## src/pkg/bcs_pkg.sv

```systemverilog
// Package with the register map, field layouts, mode codes and types of the buffered serial port.
package bcs_pkg;

  // ==========================================================================
  // Register map
  // ==========================================================================
  // Register indices; the AXI4-Lite byte address is four times the index.
  localparam int unsigned    ADDR_W       = 14;
  localparam int unsigned    BUF_WORDS    = 8;
  localparam logic [11:0]    IDX_BUF_LO   = 12'hf90;
  localparam logic [11:0]    IDX_BUF_HI   = 12'hf97;
  localparam logic [11:0]    IDX_CTRL_A   = 12'hf98;
  localparam logic [11:0]    IDX_CTRL_B   = 12'hf99;
  localparam logic [11:0]    IDX_STATE    = 12'hf99;

  // Reset values of the control registers.
  localparam logic [7:0]     CTRL_A_RESET = 8'h00;
  localparam logic [2:0]     BUF_CNT_RESET = 3'h0;

  // Status register bit positions.
  localparam int unsigned    ST_ACTIVE_BIT = 7;
  localparam int unsigned    ST_SHIFT_BIT  = 6;

  // ==========================================================================
  // Field encodings
  // ==========================================================================
  localparam logic [2:0]     MODE_TX8     = 3'h0;
  localparam logic [2:0]     MODE_TX4     = 3'h2;
  localparam logic [2:0]     MODE_TRX8    = 3'h4;
  localparam logic [2:0]     MODE_RX8     = 3'h5;
  localparam logic [2:0]     MODE_RX4     = 3'h6;
  localparam logic [2:0]     CLK_TAP_MAX  = 3'h5;
  localparam logic [2:0]     CLK_RSVD     = 3'h6;
  localparam logic [2:0]     CLK_EXT      = 3'h7;
  localparam logic [2:0]     LAST_BIT_8   = 3'h7;
  localparam logic [2:0]     LAST_BIT_4   = 3'h3;
  localparam logic [1:0]     RESP_OKAY    = 2'h0;
  localparam logic [1:0]     RESP_SLVERR  = 2'h2;

  // ==========================================================================
  // Types
  // ==========================================================================
  // Control register A, laid out as its bits 7 down to 0.
  typedef struct packed {
    logic       start;
    logic       abort;
    logic [2:0] mode;
    logic [2:0] clk_sel;
  } bcs_ctrl_a_t;

  // Transfer engine states.
  typedef enum logic [2:0] {
    ST_IDLE = 3'b001,
    ST_RUN  = 3'b010,
    ST_WAIT = 3'b100
  } bcs_state_t;

endpackage
```

## src/design/bcs_divider.sv

```systemverilog
// Divider that produces serial clock half-period ticks from the system clock.
`timescale 1ns/1ps
`default_nettype none

module bcs_divider
  import bcs_pkg::*;
#(
  parameter int unsigned CNT_W = 13
) (
  input  wire logic       aclk,
  input  wire logic       aresetn,
  input  wire logic       ce,
  input  wire logic       run,
  input  wire logic [2:0] sel,
  output var  logic       tick
);

  logic [CNT_W-1:0] cnt_ff;
  logic [CNT_W-1:0] mask;

  // Maps a tap code to the low-bit mask of its half period (2^12, 2^7 .. 2^3).
  function automatic logic [CNT_W-1:0] half_mask(input logic [2:0] code);
    logic [CNT_W-1:0] m;
    m = '0;
    case (code)
      3'h0:    m = CNT_W'(13'h0fff);
      3'h1:    m = CNT_W'(13'h007f);
      3'h2:    m = CNT_W'(13'h003f);
      3'h3:    m = CNT_W'(13'h001f);
      3'h4:    m = CNT_W'(13'h000f);
      default: m = CNT_W'(13'h0007);
    endcase
    return m;
  endfunction

  assign mask = half_mask(sel);

  // Free counter, restarted whenever the serial clock is not running.
  always_ff @(posedge aclk) begin
    if (!aresetn) begin
      cnt_ff <= '0;
    end else if (ce) begin
      cnt_ff <= run ? cnt_ff + 1'b1 : '0;
    end
  end

  // One-cycle tick at every half period of the selected tap.
  always_ff @(posedge aclk) begin
    if (!aresetn) begin
      tick <= 1'b0;
    end else if (ce) begin
      tick <= run && ((cnt_ff & mask) == mask);
    end
  end

endmodule

`default_nettype wire

```

## src/design/bcs_serial_io.sv

```systemverilog
// Buffered clocked serial port with an AXI4-Lite register slave.
`timescale 1ns/1ps
`default_nettype none

// Functional notes
// - Clock select codes 0-5 pick divider taps, 7 the external pin, 6 reserved.
// - Internal clock drives the clock pin, which is high when a transfer starts.
// - Internal clock halts and holds the next shift until the buffer is serviced.
// - Transmit data change on the falling serial clock edge.
// - Receive data are sampled on the rising serial clock edge.
// - Four-bit transfers use the low nibble; received upper nibble is zero.
// - Words are shifted least significant bit first.
// - Bursts of up to eight words; interrupt after the programmed count.
// - After a word's last bit the next buffer word loads into the shifter.
// - Transmit burst end raises the buffer-empty interrupt.
// - Internal-clock transmit waits without new data; one written word resumes.
// - Only a buffer write in a transmit mode or a buffer read in a receive mode cancels an automatic wait.
// - Clearing start while transmitting ends after the current word.
// - Abort ends at once and clears the active flag.
// - External transmit without start cleared sends dummy data, then ends.
// - Received words go to the buffer; buffer-full interrupt at the count.
// - Internal receive stalls before overwriting unread data; one read avoids it.
// - External receive with unread data stores nothing and cancels reception.
// - Clearing start while receiving stores the current word, then ends.
// - Changing the transfer mode clears the buffer.
// - Mode codes: 0 tx8, 2 tx4, 4 trx8, 5 rx8, 6 rx4, others reserved.
// - The buffer is eight consecutive entries used from the lowest upward.
// - Status register shows active flag in bit 7 and shift flag in bit 6.
module bcs_serial_io
  import bcs_pkg::*;
#(
  parameter int unsigned DIV_W = 13
) (
  input  wire logic              aclk,
  input  wire logic              aresetn,
  input  wire logic              ce,
  input  wire logic [ADDR_W-1:0] s_axi_awaddr,
  input  wire logic [2:0]        s_axi_awprot,
  input  wire logic              s_axi_awvalid,
  output var  logic              s_axi_awready,
  input  wire logic [31:0]       s_axi_wdata,
  input  wire logic [3:0]        s_axi_wstrb,
  input  wire logic              s_axi_wvalid,
  output var  logic              s_axi_wready,
  output var  logic [1:0]        s_axi_bresp,
  output var  logic              s_axi_bvalid,
  input  wire logic              s_axi_bready,
  input  wire logic [ADDR_W-1:0] s_axi_araddr,
  input  wire logic [2:0]        s_axi_arprot,
  input  wire logic              s_axi_arvalid,
  output var  logic              s_axi_arready,
  output var  logic [31:0]       s_axi_rdata,
  output var  logic [1:0]        s_axi_rresp,
  output var  logic              s_axi_rvalid,
  input  wire logic              s_axi_rready,
  input  wire logic              sck_i,
  output var  logic              sck_o,
  output var  logic              sck_oe,
  input  wire logic              si,
  output var  logic              so,
  output var  logic              serial_done_irq
);

  // ==========================================================================
  // Decoding helpers
  // ==========================================================================
  // True for modes that shift data out.
  function automatic logic mode_tx(input logic [2:0] m);
    return (m == MODE_TX8) || (m == MODE_TX4) || (m == MODE_TRX8);
  endfunction

  // True for modes that store received data.
  function automatic logic mode_rx(input logic [2:0] m);
    return (m == MODE_RX8) || (m == MODE_RX4) || (m == MODE_TRX8);
  endfunction

  // True for the four-bit modes.
  function automatic logic mode_nib(input logic [2:0] m);
    return (m == MODE_TX4) || (m == MODE_RX4);
  endfunction

  // True when a register index falls in the data buffer.
  function automatic logic is_buf(input logic [11:0] idx);
    return (idx >= IDX_BUF_LO) && (idx <= IDX_BUF_HI);
  endfunction

  // ==========================================================================
  // Declarations
  // ==========================================================================
  bcs_ctrl_a_t       ctrl_a_ff;
  logic [2:0]        buf_cnt_ff;
  logic [7:0]        buf_ff [BUF_WORDS];
  bcs_state_t        state_ff;
  logic              active_ff;
  logic              dummy_ff;
  logic              touched_ff;
  logic              owe_ff;
  logic [2:0]        word_ff;
  logic [2:0]        bit_ff;
  logic [7:0]        sh_ff;
  logic              sck_prev_ff;
  logic [ADDR_W-1:0] aw_addr_ff;
  logic [7:0]        wdata_ff;
  logic              wstrb0_ff;
  logic              tick;

  logic        is_ext;
  logic        is_tx;
  logic        is_rx;
  logic        is_nib;
  logic [11:0] wr_idx;
  logic [11:0] rd_idx;
  logic        wr_fire;
  logic        wr_ctrl_a;
  logic        wr_buf;
  logic        rd_fire;
  logic        sw_touch;
  bcs_ctrl_a_t ca_w;
  logic        start_go;
  logic        abort_go;
  logic        mode_chg;
  logic        running;
  logic        fall_ev;
  logic        rise_ev;
  logic        last_bit;
  logic        word_end;
  logic        burst_end;
  logic        ext_overrun;
  logic        rx_store;
  logic [7:0]  sh_in;
  logic [2:0]  word_nxt;

  // ==========================================================================
  // Event decoding
  // ==========================================================================
  // Mode and clock source decode.
  assign is_ext  = (ctrl_a_ff.clk_sel == CLK_EXT);
  assign is_tx   = mode_tx(ctrl_a_ff.mode);
  assign is_rx   = mode_rx(ctrl_a_ff.mode);
  assign is_nib  = mode_nib(ctrl_a_ff.mode);
  assign running = (state_ff == ST_RUN);

  // Software accesses, taken from the AXI channels.
  assign wr_idx    = aw_addr_ff[ADDR_W-1:2];
  assign rd_idx    = s_axi_araddr[ADDR_W-1:2];
  assign wr_fire   = !s_axi_awready && !s_axi_wready && !s_axi_bvalid;
  assign rd_fire   = s_axi_arvalid && s_axi_arready;
  assign wr_ctrl_a = wr_fire && wstrb0_ff && (wr_idx == IDX_CTRL_A);
  assign wr_buf    = wr_fire && wstrb0_ff && is_buf(wr_idx);
  assign sw_touch  = (wr_buf && is_tx) || (rd_fire && is_buf(rd_idx) && is_rx);
  assign ca_w      = bcs_ctrl_a_t'(wdata_ff);

  // Start, abort and mode change commands.
  assign start_go = wr_ctrl_a && ca_w.start && !ca_w.abort && (state_ff == ST_IDLE) &&
                    (mode_tx(ca_w.mode) || mode_rx(ca_w.mode)) && (ca_w.clk_sel != CLK_RSVD);
  assign abort_go = wr_ctrl_a && ca_w.abort;
  assign mode_chg = wr_ctrl_a && (ca_w.mode != ctrl_a_ff.mode);

  // Serial clock edges, from the divider or from the pin.
  assign fall_ev = running && (is_ext ? (sck_prev_ff && !sck_i) : (tick && sck_o));
  assign rise_ev = running && (is_ext ? (!sck_prev_ff && sck_i) : (tick && !sck_o));

  // Word and burst boundaries.
  assign last_bit    = (bit_ff == (is_nib ? LAST_BIT_4 : LAST_BIT_8));
  assign word_end    = rise_ev && last_bit;
  assign burst_end   = word_end && ((word_ff == buf_cnt_ff) || dummy_ff);
  assign ext_overrun = is_rx && is_ext && owe_ff;
  assign rx_store    = word_end && is_rx && !ext_overrun;
  assign word_nxt    = word_ff + 3'h1;

  // Next shifter value: right shift, receive bit into the top of the word.
  assign sh_in = is_nib ? {4'h0, si, sh_ff[3:1]} : {si, sh_ff[7:1]};

  // ==========================================================================
  // Clock divider
  // ==========================================================================
  bcs_divider #(
    .CNT_W (DIV_W)
  ) u_div (
    .aclk    (aclk),
    .aresetn (aresetn),
    .ce      (ce),
    .run     (running && !is_ext),
    .sel     (ctrl_a_ff.clk_sel),
    .tick    (tick)
  );

  // ==========================================================================
  // AXI4-Lite slave
  // ==========================================================================
  // Write channels: address and data taken in either order, response after both.
  always_ff @(posedge aclk) begin
    if (!aresetn) begin
      s_axi_awready <= 1'b1;
      s_axi_wready  <= 1'b1;
      s_axi_bvalid  <= 1'b0;
      s_axi_bresp   <= RESP_OKAY;
      aw_addr_ff    <= '0;
      wdata_ff      <= 8'h00;
      wstrb0_ff     <= 1'b0;
    end else if (ce) begin
      if (s_axi_awvalid && s_axi_awready) begin
        aw_addr_ff    <= s_axi_awaddr;
        s_axi_awready <= 1'b0;
      end
      if (s_axi_wvalid && s_axi_wready) begin
        wdata_ff     <= s_axi_wdata[7:0];
        wstrb0_ff    <= s_axi_wstrb[0];
        s_axi_wready <= 1'b0;
      end
      if (wr_fire) begin
        s_axi_bvalid <= 1'b1;
        if (is_buf(wr_idx) || (wr_idx == IDX_CTRL_A) || (wr_idx == IDX_CTRL_B)) begin
          s_axi_bresp <= RESP_OKAY;
        end else begin
          s_axi_bresp <= RESP_SLVERR;
        end
      end
      if (s_axi_bvalid && s_axi_bready) begin
        s_axi_bvalid  <= 1'b0;
        s_axi_awready <= 1'b1;
        s_axi_wready  <= 1'b1;
      end
    end
  end

  // Read channel: one cycle from address to data; control A reads as zero, the control B index reads the status.
  always_ff @(posedge aclk) begin
    if (!aresetn) begin
      s_axi_arready <= 1'b1;
      s_axi_rvalid  <= 1'b0;
      s_axi_rdata   <= 32'h0000_0000;
      s_axi_rresp   <= RESP_OKAY;
    end else if (ce) begin
      if (rd_fire) begin
        s_axi_arready <= 1'b0;
        s_axi_rvalid  <= 1'b1;
        s_axi_rresp   <= RESP_OKAY;
        if (is_buf(rd_idx)) begin
          s_axi_rdata <= {24'h000000, buf_ff[rd_idx[2:0]]};
        end else if (rd_idx == IDX_STATE) begin
          s_axi_rdata <= 32'(({7'h00, active_ff} << ST_ACTIVE_BIT) |
                             ({7'h00, running} << ST_SHIFT_BIT));
        end else if (rd_idx == IDX_CTRL_A) begin
          s_axi_rdata <= 32'h0000_0000;
        end else begin
          s_axi_rdata <= 32'h0000_0000;
          s_axi_rresp <= RESP_SLVERR;
        end
      end else if (s_axi_rvalid && s_axi_rready) begin
        s_axi_rvalid  <= 1'b0;
        s_axi_arready <= 1'b1;
      end
    end
  end

  // ==========================================================================
  // Control registers
  // ==========================================================================
  // Control A; the abort bit clears itself and also drops the start flag.
  always_ff @(posedge aclk) begin
    if (!aresetn) begin
      ctrl_a_ff <= bcs_ctrl_a_t'(CTRL_A_RESET);
    end else if (ce && wr_ctrl_a) begin
      ctrl_a_ff       <= ca_w;
      ctrl_a_ff.abort <= 1'b0;
      if (ca_w.abort) begin
        ctrl_a_ff.start <= 1'b0;
      end
    end
  end

  // Word count; software rewrites it in any state, even while shifting.
  always_ff @(posedge aclk) begin
    if (!aresetn) begin
      buf_cnt_ff <= BUF_CNT_RESET;
    end else if (ce && wr_fire && wstrb0_ff && (wr_idx == IDX_CTRL_B)) begin
      buf_cnt_ff <= wdata_ff[2:0];
    end
  end

  // ==========================================================================
  // Data buffer
  // ==========================================================================
  // Each entry: cleared on mode change, then received word, then software write.
  for (genvar gi = 0; gi < BUF_WORDS; gi++) begin : g_buf
    always_ff @(posedge aclk) begin
      if (!aresetn) begin
        buf_ff[gi] <= 8'h00;
      end else if (ce) begin
        if (mode_chg) begin
          buf_ff[gi] <= 8'h00;
        end else if (rx_store && (word_ff == 3'(gi))) begin
          buf_ff[gi] <= sh_in;
        end else if (wr_buf && (wr_idx[2:0] == 3'(gi))) begin
          buf_ff[gi] <= wdata_ff;
        end
      end
    end
  end

  // ==========================================================================
  // Service tracking
  // ==========================================================================
  // Touched: buffer serviced during this burst; a touch in the end cycle wins.
  always_ff @(posedge aclk) begin
    if (!aresetn) begin
      touched_ff <= 1'b0;
    end else if (ce) begin
      if (sw_touch) begin
        touched_ff <= 1'b1;
      end else if (burst_end || start_go) begin
        touched_ff <= 1'b0;
      end
    end
  end

  // Owe: a burst ended with the buffer unserviced; cleared by the next buffer service or a start.
  always_ff @(posedge aclk) begin
    if (!aresetn) begin
      owe_ff <= 1'b0;
    end else if (ce) begin
      if (burst_end) begin
        owe_ff <= !(touched_ff || sw_touch);
      end else if (sw_touch || start_go) begin
        owe_ff <= 1'b0;
      end
    end
  end

  // ==========================================================================
  // Transfer engine
  // ==========================================================================
  // State, word and bit counters, shifter and the active flag.
  always_ff @(posedge aclk) begin
    if (!aresetn) begin
      state_ff  <= ST_IDLE;
      active_ff <= 1'b0;
      dummy_ff  <= 1'b0;
      word_ff   <= 3'h0;
      bit_ff    <= 3'h0;
      sh_ff     <= 8'h00;
    end else if (ce) begin
      if (abort_go) begin
        state_ff  <= ST_IDLE;
        active_ff <= 1'b0;
        dummy_ff  <= 1'b0;
      end else begin
        case (state_ff)
          ST_IDLE: begin
            if (start_go) begin
              state_ff  <= ST_RUN;
              active_ff <= 1'b1;
              dummy_ff  <= 1'b0;
              word_ff   <= 3'h0;
              bit_ff    <= 3'h0;
              sh_ff     <= buf_ff[0];
            end
          end
          ST_RUN: begin
            if (rise_ev) begin
              sh_ff  <= sh_in;
              bit_ff <= last_bit ? 3'h0 : bit_ff + 3'h1;
            end
            if (word_end) begin
              if (ext_overrun || !ctrl_a_ff.start || (burst_end && dummy_ff)) begin
                state_ff  <= ST_IDLE;
                active_ff <= 1'b0;
                dummy_ff  <= 1'b0;
              end else if (burst_end) begin
                word_ff <= 3'h0;
                sh_ff   <= buf_ff[0];
                if (!(touched_ff || sw_touch)) begin
                  if (!is_ext) begin
                    state_ff <= ST_WAIT;
                  end else if (is_tx && !is_rx) begin
                    dummy_ff <= 1'b1;
                  end
                end
              end else begin
                word_ff <= word_nxt;
                sh_ff   <= buf_ff[word_nxt];
              end
            end
          end
          ST_WAIT: begin
            if (!ctrl_a_ff.start) begin
              state_ff  <= ST_IDLE;
              active_ff <= 1'b0;
            end else if (!owe_ff) begin
              state_ff <= ST_RUN;
              word_ff  <= 3'h0;
              bit_ff   <= 3'h0;
              sh_ff    <= buf_ff[0];
            end
          end
          default: begin
            state_ff  <= ST_IDLE;
            active_ff <= 1'b0;
          end
        endcase
      end
    end
  end

  // ==========================================================================
  // Pins and interrupt
  // ==========================================================================
  // Serial clock: high at start and while halted, toggled on divider ticks.
  always_ff @(posedge aclk) begin
    if (!aresetn) begin
      sck_o       <= 1'b1;
      sck_oe      <= 1'b0;
      sck_prev_ff <= 1'b1;
    end else if (ce) begin
      sck_prev_ff <= sck_i;
      sck_oe      <= (ctrl_a_ff.clk_sel <= CLK_TAP_MAX);
      if (running && !is_ext && tick && !(word_end && state_ff != ST_RUN)) begin
        sck_o <= !sck_o;
      end else if (!running) begin
        sck_o <= 1'b1;
      end
    end
  end

  // Transmit bit changes on the falling edge, low bit first.
  always_ff @(posedge aclk) begin
    if (!aresetn) begin
      so <= 1'b1;
    end else if (ce && fall_ev && is_tx) begin
      so <= sh_ff[0];
    end
  end

  // One-cycle completion pulse: buffer empty in transmit, full in receive.
  always_ff @(posedge aclk) begin
    if (!aresetn) begin
      serial_done_irq <= 1'b0;
    end else if (ce) begin
      serial_done_irq <= burst_end && !ext_overrun && !abort_go;
    end
  end

endmodule

`default_nettype wire

```

## config.mk

```make
export PLATFORM = sky130hd
export DESIGN_NAME = bcs_serial_io
export DESIGN_NICKNAME = d
export VERILOG_FILES = /design/src/pkg/bcs_pkg.sv /design/src/design/bcs_divider.sv /design/src/design/bcs_serial_io.sv
export SDC_FILE = /design/constraint.sdc
export NUM_CORES = 1
export LEC_CHECK = 0
export BUFFER_PORTS_ARGS = -buffer_cell sky130_fd_sc_hd__buf_2
export CAP_MARGIN = 20
export CORE_MARGIN = 2
export CORE_UTILIZATION = 52
export CTS_BUF_LIST = sky130_fd_sc_hd__clkbuf_4 sky130_fd_sc_hd__clkbuf_8 sky130_fd_sc_hd__clkbuf_16
export DETAILED_ROUTE_END_ITERATION = 8
export PLACE_DENSITY = 0.79
export SLEW_MARGIN = 20
export SYNTH_ARGS = -nofsm -noshare
export SYNTH_HDL_FRONTEND = slang
export SYNTH_SLANG_ARGS = --single-unit
```

## constraint.sdc

```tcl
create_clock -name aclk -period 3.55 [get_ports aclk]
set_clock_uncertainty 0.2 [all_clocks]
set_input_delay 0 -clock aclk [delete_from_list [all_inputs] [get_ports aclk]]
set_output_delay 0 -clock aclk [all_outputs]
set_load 0.01 [all_outputs]
```

# Yosys cells after proc, flatten, opt, wreduce, memory -nomap -nowiden
# Memories as Yosys holds them, arrays and structs flattened.
# Cells that the tools add are included.
[totals]
regBits = 114
output_inout_bits = 45
n_memories = 1
word_cells = 440
mem_bits_rw = 64
input_bits = 80
[mem_list]
columns = ["name", "words", "word_bits", "read_ports", "rd_clocked_by_memory_dff", "wr", "line_no", "text"]
rows = [
  ["buf_ff", 8, 8, 3, 0, 8, "bcs_serial_io.sv:92", "logic [7:0] buf_ff [BUF_WORDS];"],
]
[op_classes]
reduce_logical = 128
eq_ne = 57
bitwise = 27
n_addsub = 3
order_cmp = 5
mux = 189
[op_table]
columns = ["cell", "n"]
rows = [
  ["$mux 8", 34],
  ["$mux 1", 125],
  ["$logic_and 1x1->1", 65],
  ["$pmux 12 s5", 1],
  ["$mux 3", 18],
  ["$eq 3x3->1 const B", 17],
  ["$eq 12x12->1 const B", 4],
  ["$eq 3x2->1 const B", 9],
  ["$pmux 3 s3", 3],
  ["$ge 12x12->1 const B", 2],
  ["$le 12x12->1 const B", 2],
  ["$or 1x1->1", 24],
  ["$pmux 8 s3", 1],
  ["$reduce_and 2->1", 11],
  ["$logic_or 1x1->1", 19],
  ["$reduce_and 8->1", 2],
  ["$logic_not 3->1", 5],
  ["$logic_not 1->1", 14],
  ["$reduce_and 7->1", 2],
  ["$add 13x1->13 const B", 1],
  ["$and 13x12->13", 1],
  ["$eq 13x12->1", 1],
  ["$mux 13", 1],
  ["$eq 3x1->1 const B", 4],
  ["20 further kinds", 43],
]

# Depth between registers and ports, before layout
# Gate-level depths: netlist of the first run.
[depth]
ltp_word = 15
ltp_mapped = 11
depth_no_buf = 8

# By module
# A second synthesis of the first run with hierarchy kept.
[unflattened]
cells_unflattened = 847
area_unflattened_um2 = 8389.3
[by_module_without_submodules]
columns = ["mod", "area_each_um2", "cells_each", "n_inst", "seq_area_each_um2"]
rows = [
  ["bcs_serial_io", 7759.9, 775, 1, 3363.2],
  ["bcs_divider", 629.4, 72, 1, 260.2],
]

# Worst setup path after synthesis of the first run
# OpenSTA, ideal clock, no wires.
[synth_path]
kind = "register to register"
start = "register word_ff[0]"
end = "register sh_ff[4]"
required_time_ps = 3218
path_stages_with_launch = 11
setup_ps = 132
period_less_slack_ps = 3642
n_path_buf = 4
arrival_time_ps = 3310
setup_slack_ps = -92
path_cell_list = "dfxtp_1 -> buf_1 -> clkbuf_1 -> inv_1 -> ha_1 -> buf_1 -> clkbuf_1 -> mux4_2 -> mux2_2 -> a221oi_1 -> a21oi_1"
[synth_via]
elab_chain_cells = 8
word_cells_on_any_way = 11
classes_between = "1 x add/sub; 1 x eq/ne; 4 x mux; 4 x reduce/logical; 1 x memory"
[synth_lines]
columns = ["item", "line_no", "text"]
rows = [
  ["start: declaration", "bcs_serial_io.sv:98", "logic [2:0] word_ff;"],
  ["start signal: assignment", "bcs_serial_io.sv:381", "word_ff <= word_nxt;"],
  ["parallel branches: the longest is 5 deep, another holds $mem_v2 8x8", "-", ""],
  ["$mux 8 (*)", "bcs_serial_io.sv:366", "if (ext_overrun || !ctrl_a_ff.start || (burst_end && dummy_ff)) begin"],
  ["$mux 8 (*)", "bcs_serial_io.sv:365", "if (word_end) begin"],
  ["$pmux 8 s3 (*)", "bcs_serial_io.sv:349", "case (state_ff)"],
  ["end signal: assignment", "bcs_serial_io.sv:357", "sh_ff <= buf_ff[0];"],
  ["end signal: assignment", "bcs_serial_io.sv:362", "sh_ff <= sh_in;"],
  ["end signal: assignment", "bcs_serial_io.sv:372", "sh_ff <= buf_ff[0];"],
  ["end: declaration", "bcs_serial_io.sv:100", "logic [7:0] sh_ff;"],
]
# Mark *: on every way between the ends.
# A chain may end at the register's enable or synchronous reset.

==> results of run 1 <==
## worst paths after layout
path,endpoint,startpoint,slack [ns],depth (start not counted)
min reg2reg,aw_addr_ff[8]$_SDFFE_PN0P_,aw_addr_ff[8]$_SDFFE_PN0P_,0.26,2
max reg2reg,buf_ff[0][2]$_DFFE_PP_,ctrl_a_ff[4]$_SDFFE_PN0P_,0.29,8
max,buf_ff[0][2]$_DFFE_PP_,ctrl_a_ff[4]$_SDFFE_PN0P_,0.29,8
min,s_axi_rdata[7]$_SDFFE_PN0P_,s_axi_araddr[13],0.04,5
## routing by layer
layer / global-route usage (%) / vias up / part of all wire (%)
li1: - / 3230 / -
met1: 36.3 / 3424 / 41
met2: 44.8 / 396 / 47
met3: 5.54 / 54 / 8.6
met4: 10.3 / 0 / 2.8
met5: 0 / - / 0
## cells by family after synthesis
| family | synth area share (%) |
|---|---|
| flip-flops | 43.8 |
| buffers and inverters | 5.11 |
| multiplexers | 13.6 |
| AND/OR/NAND/NOR | 17.8 |
| AO/OA/AOI/OAI | 16.9 |
| XOR/XNOR | 1.59 |
| adder cells (fa/ha/maj) | 1.21 |
| other | 0.0453 |
## power groups by stage
stage	clock network [uW]	logic, uW	registers [uW]
after floorplan	0	494	1980
after global placement	0	612	2050
after detailed placement	0	628	2060
after CTS	1670	679	2030
after global routing	1760	757	2040
final	1680	696	2030
## state kept, by name, summed over array words and instances, names as in the netlist, 3 cells and up
register / count
ctrl_a_ff: 7
u_div.cnt_ff: 12
ca_w: 8
sh_ff: 8
buf_cnt_ff: 3
buf_ff: 64
state_ff: 3
bit_ff: 3
word_ff: 3
s_axi_rdata: 8
aw_addr_ff: 12
## metrics by stage
step,hold WS (ns),cells
after floorplan,-0.0714,855
after global placement,0.0518,1083
after detailed placement,0.0601,1083
after CTS,0.0345,1164
after global routing,0.0870,1164
final,0.0368,1164
## final cells by class
type	count	area [um2]	area share, %
Tap cell	216	270	2.76
Clock inverter	11	72.6	0.740
Clock buffer	21	474	4.84
Inverter	10	37.5	0.383
Timing Repair Buffer	137	998	10.2
Sequential cell	149	3620	37.0
Multi-Input combinational cell	620	4330	44.1
## synth_stat cells (3+ instances only)
library cell,count
mux4_2,32
nand4b_1,3
ha_1,8
inv_1,10
buf_1,7
nor2_1,45
a311oi_1,3
nor2b_1,22
nand2_1,119
edfxtp_1,64
a22oi_1,4
and3_1,10
or2_2,8
a21oi_1,27
mux2i_1,33
buf_4,26
nor3_1,14
and2_1,10
nor3b_1,4
a221oi_1,4
o2bb2ai_1,20
nand3_1,17
nand2b_1,11
a31oi_1,10
xor2_1,11
or3_1,12
nand4_1,7
a22o_1,24
o211a_1,3
xnor2_1,4
o221ai_1,3
o21ai_0,57
o21a_1,5
a21boi_0,26
dfxtp_1,85
clkbuf_1,41
mux2_2,5
## worst register-to-register path, cell delays in order (launching register included)
cell and delay [ns]:
dfxtp_1 0.32, nor2b_1 0.34, mux2i_1 0.44, nor4_4 0.09, buf_4 0.18, nand2_1 0.18
nor2_1 0.06, nor3_1 0.70, or3_1 0.42
## cells in the final DEF (no fill, tap or decap), types with 32 or more instances in the layout
cell	instances
o21ai_0	57
edfxtp_1	64
nand2_1	119
buf_2	61
mux2i_1	33
dlygate4sd3_1	49
mux4_2	32
dfxtp_1	85
nor2_1	45
## repair_timing
item                       in CTS  in global routing
gates resized for setup         0                  1
setup endpoints to repair       0                  8
hold buffers                   49                  0
hold endpoints to repair       47                  0
==> flow_summary.yaml, run 1 <==
place:
  preCtsSetupSlack_ns: 0.227
  gp_congestion: 0.934
  portBuffers: 61
  place_hpwl_um: 15400
  placed_area_um2: 8760
yosys:
  syn_area_um2: 8270
  synthTopCellsByArea: "edfxtp_1 23%, dfxtp_1 21%, mux4_2 8.7%"
  avgSynthCellArea_um2: 9.97
  synthFlopType: "dfxtp_1"
  synth_top_area_share_pct: 23.2
  synth_top_area_cell: "edfxtp_1"
  syn_inst: 830
  synth_warnings: 0
  synth_seq_cells: 149
  synth_edf_count: 64
  ys_seq_area_share_pct: 43.8
  ys_async_sr_fraction_pct: 0
  synth_cell_types: 65
route:
  avgRoutedWirePerCell_um: 19.1
  viasPerCell: 6.10
  drt-total-wl_um: 22300
  first_iter_violations: 764
  num_vias: 7104
  drt-pass1-iter-count: 5
  ant_nets: 0
  route.detailed.drc: 0
die:
  die_y_um: 130
  design.core.area_um2: 15700
  ios: 125
  initial_core_util_pct: 52.7
  die_w_um: 130
  dieArea_um2: 16900
  fp-row-count: 46
setup_path:
  crit_arrival_ns: 3.16
  crit_type: "reg2reg"
  critPathCaptureType: "register"
  cp_max_fo: 9
  cp_top_family: "simple AND/OR/NAND/NOR gates"
  slowest_delay_ns: 0.70
  cp-start-kind: "register"
  crit_slowest_cell: "nor3_1"
  crit_required_ns: 3.45
  path_buf_inv: 1
  crit_chain: "nor2b_1 -> mux2i_1 -> nor4_4 -> buf_4 -> nand2_1 -> nor2_1 -> nor3_1 -> or3_1"
cts:
  htreeDepth: 4
  cts-root-buf: "clkbuf_16"
  clk_pin_slew_ns: 0.06
  cts_tree: "yes"
  clkSinkCount: 149
  clk_path_buf_depth: 2
  numCtsBuffers: 17
  clock_latency_ns: 0.44
  postCtsSetupBuffers: 0
cells_and_area:
  stdcell_area_um2: 9800
  insertedDiodeCount: 0
  nNetsFinal: 1023
  fin_util_pct: 62.4
  drive_gt1_share_pct: 18.4
  nFillCells: 1238
  area_growth_syn_to_layout_pct: 18.5
power_and_ir_drop:
  clkPwrFrac_pct: 38.1
  p_switching_uw: 1290
  power_frac_seq_pct: 46.1
  peakVddDrop_uv: 367
  cellLeakagePower_uw: 0.00367
  fin_total_pwr_uw: 4410
  powerDensity_nw_per_um2: 450
  combPwrFrac_pct: 15.8
  netSwitchingFraction_pct: 29.2
  intPower_uw: 3120
timing:
  hold_viol: 0
  setup_tns_ns: 0
  final-setup-viol-count: 0
  relSlewSlack_pct: 35.7
  worstMarginPinSlew_ns: 0.962
  post-route-period-util_pct: 91.8
  fmax_ghz: 0.307
  rsz0062_at_grt: "no"
  final_max_slew_viol_count: 0
  setup_slack_ns: 0.292
  period_minus_slack_ns: 3.26
grt:
  grt_max_degree: 83
  grt_pass1_wl_um: 35100
  grt_overflow: 0
  antenna_found_initial: 0
  grt_use_total_pct: 27.4
  grt_pass1_vias: 6497
status:
  status: "complete, no violations"
hold_path:
  min-delay-path-class: "in2reg"
flow_run:
  maxCapViolations: 0
No activity file was read; power rests on OpenSTA's default activity.
==> run 2: changes to the inputs <==
--- a/config.mk
+++ b/config.mk
@@ -5,6 +5,7 @@
 export SDC_FILE = /design/constraint.sdc
 export NUM_CORES = 1
 export LEC_CHECK = 0
+export ABC_AREA = 1
 export BUFFER_PORTS_ARGS = -buffer_cell sky130_fd_sc_hd__buf_2
 export CAP_MARGIN = 20
 export CORE_MARGIN = 2
==> flow_summary.yaml, run 2 <==
yosys:
  syn_area_um2: 8430
  synth_top_area_share_pct: 22.8
  synth_common_cells: "227 x nand2_1, 113 x nand3_1, 94 x a21oi_1, 90 x inv_1, 85 x dfxtp_1"
  avgSynthCellArea_um2: 7.71
  synth_cell_types: 47
  syn_inst: 1093
  synth_seq_cells: 149
  ys_seq_area_share_pct: 43.0
  synth_edf_count: 64
  synth.most_common_cell: "nand2_1"
  synth_top_area_cell: "edfxtp_1"
  synthFlopType: "dfxtp_1"
  synth_warnings: 0
  synthTopCellsByArea: "edfxtp_1 23%, dfxtp_1 20%, nand2_1 10%"
  ys_async_sr_fraction_pct: 0
flow_run:
  maxCapViolations: 0
timing:
  fmax_ghz: 0.298
  relSlewSlack_pct: 46.0
  worstMarginPinSlew_ns: 0.809
  period_minus_slack_ns: 3.35
  post-route-period-util_pct: 94.4
  setup_slack_ns: 0.199
  final-setup-viol-count: 0
  rsz0062_at_grt: "no"
  final_max_slew_viol_count: 0
  setup_tns_ns: 0
  hold_viol: 0
grt:
  grt_pass1_vias: 8349
  grt_pass1_wl_um: 41100
  grt_max_degree: 44
  antenna_found_initial: 0
  grt_use_total_pct: 30.0
  grt_overflow: 0
status:
  status: "complete, no violations"
setup_path:
  cpMostUsedCell: "dlygate4sd3_1"
  rr_endpoint: "buf_ff[0][0]$_DFFE_PP_"
  reg2reg_slack_ns: 0.51
  critPathCaptureType: "register"
  cp-start-kind: "primary input"
  worstSetupEndpoint: "s_axi_rdata[7]$_SDFFE_PN0P_"
  cp_max_fo: 3
  crit_path_start: "s_axi_araddr[10]"
  crit_arrival_ns: 3.51
  crit_required_ns: 3.71
  rr_worst_depth: 9
  crit_type: "in2reg"
  crit_chain: "dlygate4sd3_1 -> buf_2 -> nand2_1 -> dlygate4sd3_1 -> nor2_1 -> dlygate4sd3_1 -> nand4_1 -> dlygate4sd3_1 -> a21oi_1 -> nand2_1 -> dlygate4sd3_1 -> a21oi_1"
  slowest_delay_ns: 0.58
  crit_slowest_cell: "dlygate4sd3_1"
  r2r-start: "ctrl_a_ff[1]$_SDFFE_PN0P_"
cts:
  clk_pin_slew_ns: 0.06
  htreeDepth: 4
  cts_tree: "yes"
  clock_latency_ns: 0.43
  cts-root-buf: "clkbuf_16"
  post_cts_resize_count: 0
  numCtsBuffers: 17
  clk_path_buf_depth: 2
  clkSinkCount: 149
cells_and_area:
  nNetsFinal: 1298
  drive_gt1_share_pct: 11.5
  final_common_cell: "nand2_1"
  insertedDiodeCount: 0
  stdcell_area_um2: 10100
  regMostFlops: "buf_ff"
  fin_util_pct: 63.4
  largestRegisters: "buf_ff (64), aw_addr_ff (12), u_div.cnt_ff (12)"
  largest_register_ffs: 64
  final_cell_mix: "227 x nand2_1, 113 x nand3_1, 94 x a21oi_1"
  area_growth_syn_to_layout_pct: 19.5
die:
  fp-row-count: 46
  die_y_um: 131
  die_w_um: 131
  ios: 125
  design.core.area_um2: 15900
  dieArea_um2: 17200
  initial_core_util_pct: 53.1
route:
  num_vias: 8636
  drt-total-wl_um: 26100
  avgRoutedWirePerCell_um: 18.2
  route.detailed.drc: 0
  ant_nets: 0
  first_iter_violations: 1004
  drt-pass1-iter-count: 7
  viasPerCell: 6.01
power_and_ir_drop:
  powerDensity_nw_per_um2: 536
  cellLeakagePower_uw: 0.00400
  peakVddDrop_uv: 418
place:
  placed_area_um2: 8830
  preCtsSetupSlack_ns: 0.554
  place_hpwl_um: 17000
  portBuffers: 61
  gp_congestion: 1.01
hold_path:
  min-delay-path-class: "in2reg"
-- run 2: worst min path at each step --
stage | from | to | slack, ns | cells after the start
after floorplan | sck_i | sck_prev_ff$_SDFFE_PN1P_ | -0.07 | 2
after global placement | sck_i | sck_prev_ff$_SDFFE_PN1P_ | 0.05 | 3
after detailed placement | sck_i | sck_prev_ff$_SDFFE_PN1P_ | 0.05 | 3
after CTS | s_axi_araddr[6] | touched_ff$_SDFFE_PN0P_ | 0.03 | 5
after global routing | si | buf_ff[0][7]$_DFFE_PP_ | 0.08 | 3
final | si | buf_ff[1][7]$_DFFE_PP_ | 0.06 | 3
-- run 2: worst max-delay path, delay by kind of cell --
| family | cells | cell delay [ns] |
|---|---|---|
| simple gates | 4 | 0.36 |
| compound gates | 2 | 0.24 |
| buf+inv | 6 | 2.91 |
-- run 2: area by class of cell --
| class | instances | area, um2 |
|---|---|---|
| Multi-Input combinational cell | 792 | 4110 |
| Clock inverter | 12 | 138 |
| Sequential cell | 149 | 3620 |
| Fill cell | 1338 | 5820 |
| Clock buffer | 19 | 440 |
| Tap cell | 216 | 270 |
| Inverter | 108 | 407 |
| Timing Repair Buffer | 142 | 1080 |
-- run 2: kinds of logic after synthesis --
group                    synth area share [%]
AO/OA/AOI/OAI                            19.5
XOR/XNOR                                0.624
adder cells (fa/ha/maj)                  1.19
buffers and inverters                    9.32
flip-flops                               43.0
other                                  0.0445
AND/OR/NAND/NOR                          26.3
-- run 2: layer usage --
layer  GRT usage (%)  part of all wire [%]  vias up
met5               0                     0        -
met4            17.3                   4.6        0
met3            4.63                   8.6      116
met2            50.8                    49      543
met1            36.3                    38     3962
li1                -                     -     4015
-- run 2: timing repair --
action                                 CTS  global route
setup endpoints to repair                0             0
hold buffers                            66             0
endpoints found under the hold margin   74             0
buffers inserted                         0             0
-- run 2: metrics by stage --
step	hold WS (ns)	total power [uW]	std cells
after floorplan	-0.0736	3070	1118
after global placement	0.0477	3470	1341
after detailed placement	0.0529	3500	1341
after CTS	0.0305	5340	1438
after global routing	0.0752	5600	1438
final	0.0600	5400	1438
-- run 2: where the power goes --
| part | switching, uW | total, uW | internal [uW] |
|---|---|---|---|
| sequential | 105 | 2010 | 1910 |
| combinational | 1110 | 1590 | 477 |
| clock | 699 | 1800 | 1100 |
==> run 3: changes to the inputs <==
--- a/config.mk
+++ b/config.mk
@@ -8,6 +8,7 @@
 export ABC_AREA = 1
 export BUFFER_PORTS_ARGS = -buffer_cell sky130_fd_sc_hd__buf_2
 export CAP_MARGIN = 20
+export CORE_ASPECT_RATIO = 0.6
 export CORE_MARGIN = 2
 export CORE_UTILIZATION = 52
 export CTS_BUF_LIST = sky130_fd_sc_hd__clkbuf_4 sky130_fd_sc_hd__clkbuf_8 sky130_fd_sc_hd__clkbuf_16
==> flow_summary.yaml, run 3 (same netlist as run 2, synthesis figures left out) <==
route:
  route.detailed.drc: 0
  drt-pass1-iter-count: 7
  avgRoutedWirePerCell_um: 20.4
  num_vias: 8743
  viasPerCell: 6.11
  drt-total-wl_um: 29200
  ant_nets: 0
  first_iter_violations: 1248
setup_path:
  crit_arrival_ns: 2.96
  crit_required_ns: 3.41
  crit_type: "reg2reg"
  critPathCaptureType: "register"
  cp_max_fo: 10
  cp-start-kind: "register"
cells_and_area:
  stdcell_count: 1430
  final_common_cell: "nand2_1"
  area_growth_syn_to_layout_pct: 20.0
  final_cell_mix: "227 x nand2_1, 113 x nand3_1, 94 x a21oi_1"
  insertedDiodeCount: 0
  stdcell_area_um2: 10100
  nNetsFinal: 1302
  largest_register_ffs: 64
  largestRegisters: "buf_ff (64), aw_addr_ff (12), u_div.cnt_ff (12)"
  regMostFlops: "buf_ff"
  drive_gt1_share_pct: 12.2
power_and_ir_drop:
  peakVddDrop_uv: 353
  cellLeakagePower_uw: 0.00405
  powerDensity_nw_per_um2: 549
die:
  die_y_um: 103
  fp-row-count: 35
  initial_core_util_pct: 54.1
  dieArea_um2: 17300
  ios: 125
  die_w_um: 168
  design.core.area_um2: 15600
cts:
  cts_tree: "yes"
  post_cts_resize_count: 0
  clock_latency_ns: 0.44
  clkSinkCount: 149
  numCtsBuffers: 17
  htreeDepth: 4
  clk_path_buf_depth: 2
  cts-root-buf: "clkbuf_16"
  postCtsSetupBuffers: 0
  clk_pin_slew_ns: 0.07
grt:
  grt_pass1_wl_um: 43400
  antenna_found_initial: 0
  grt_max_degree: 43
  grt_use_total_pct: 33.5
  grt_overflow: 0
  grt_pass1_vias: 7622
place:
  gp_congestion: 0.989
  portBuffers: 61
  placed_area_um2: 8840
  preCtsSetupSlack_ns: 0.536
  dpl.cell_count: 1332
  place_hpwl_um: 19800
timing:
  relSlewSlack_pct: 40.7
  rsz0062_at_grt: "no"
  period_minus_slack_ns: 3.10
  post-route-period-util_pct: 87.4
  setup_slack_ns: 0.449
  final-setup-viol-count: 0
  worstMarginPinSlew_ns: 0.889
  final_max_slew_viol_count: 0
  setup_tns_ns: 0
  hold_viol: 0
  fmax_ghz: 0.322
hold_path:
  min-delay-path-class: "in2reg"
flow_run:
  maxCapViolations: 0
status:
  status: "complete, no violations"
run 3: changes by cell type in the layout (fill, tap and decap cells not counted):
cell        before  now
inv_8            0    6
buf_4           15   19
clkinv_1        16   12
inv_6            0    4
clkinvlp_4       2    0
bufinv_16        3    2
clkbuf_4         2    1
clkinv_2         2    1
run 3: final cells by class:
type | instances | area [um2]
Clock buffer | 18 | 433
Tap cell | 203 | 254
Fill cell | 1263 | 5480
Sequential cell | 149 | 3620
Multi-Input combinational cell | 792 | 4110
Timing Repair Buffer | 146 | 1110
Inverter | 108 | 407
Clock inverter | 14 | 175
run 3: worst paths after layout:
path / to / start / cells after the start / slack [ns]
setup reg to reg: buf_ff[2][4]$_DFFE_PP_ / ctrl_a_ff[1]$_SDFFE_PN0P_ / 10 / 0.45
hold reg to reg: aw_addr_ff[12]$_SDFFE_PN0P_ / aw_addr_ff[12]$_SDFFE_PN0P_ / 2 / 0.25
setup / recovery: buf_ff[2][4]$_DFFE_PP_ / ctrl_a_ff[1]$_SDFFE_PN0P_ / 10 / 0.45
hold / removal: buf_ff[5][3]$_DFFE_PP_ / si / 4 / 0.04
run 3: through the flow:
step	total power [uW]	hold WS [ns]	utilization [%]
floorplan	3070	-0.0736	-
global placement	3490	0.0518	56.7
detailed placement	3510	0.0555	56.7
CTS	5450	0.0224	64.9
global route	5730	0.0418	64.9
finish	5560	0.0413	64.9
run 3: repair_timing:
action | in CTS | in global routing
hold buffers | 66 | 0
endpoints found under the hold margin | 49 | 0
setup endpoints to repair | 0 | 0
run 3: per-layer routing:
layer / vias up / routed length [um] / track usage, %
met5: - / 0 / 0
met4: 0 / 474 / 8.02
met3: 58 / 5140 / 14.1
met2: 689 / 11100 / 45.3
met1: 3965 / 12500 / 49.1
li1: 4031 / - / -
run 3: critical path, cell delays in order (launching register included):
cell,delay (ns)
dfxtp_1,0.45
nand3_2,0.22
nand2_2,0.14
nand2_2,0.10
nor2_8,0.19
nand2_4,0.08
nor3_4,0.48
buf_4,0.26
nand3_1,0.09
nand3_2,0.17
nand3_1,0.32
run 3: power breakdown:
group | switching, uW | internal (uW) | total [uW]
Combinational | 1130 | 491 | 1620
Clock | 836 | 1080 | 1920
Sequential | 113 | 1910 | 2020
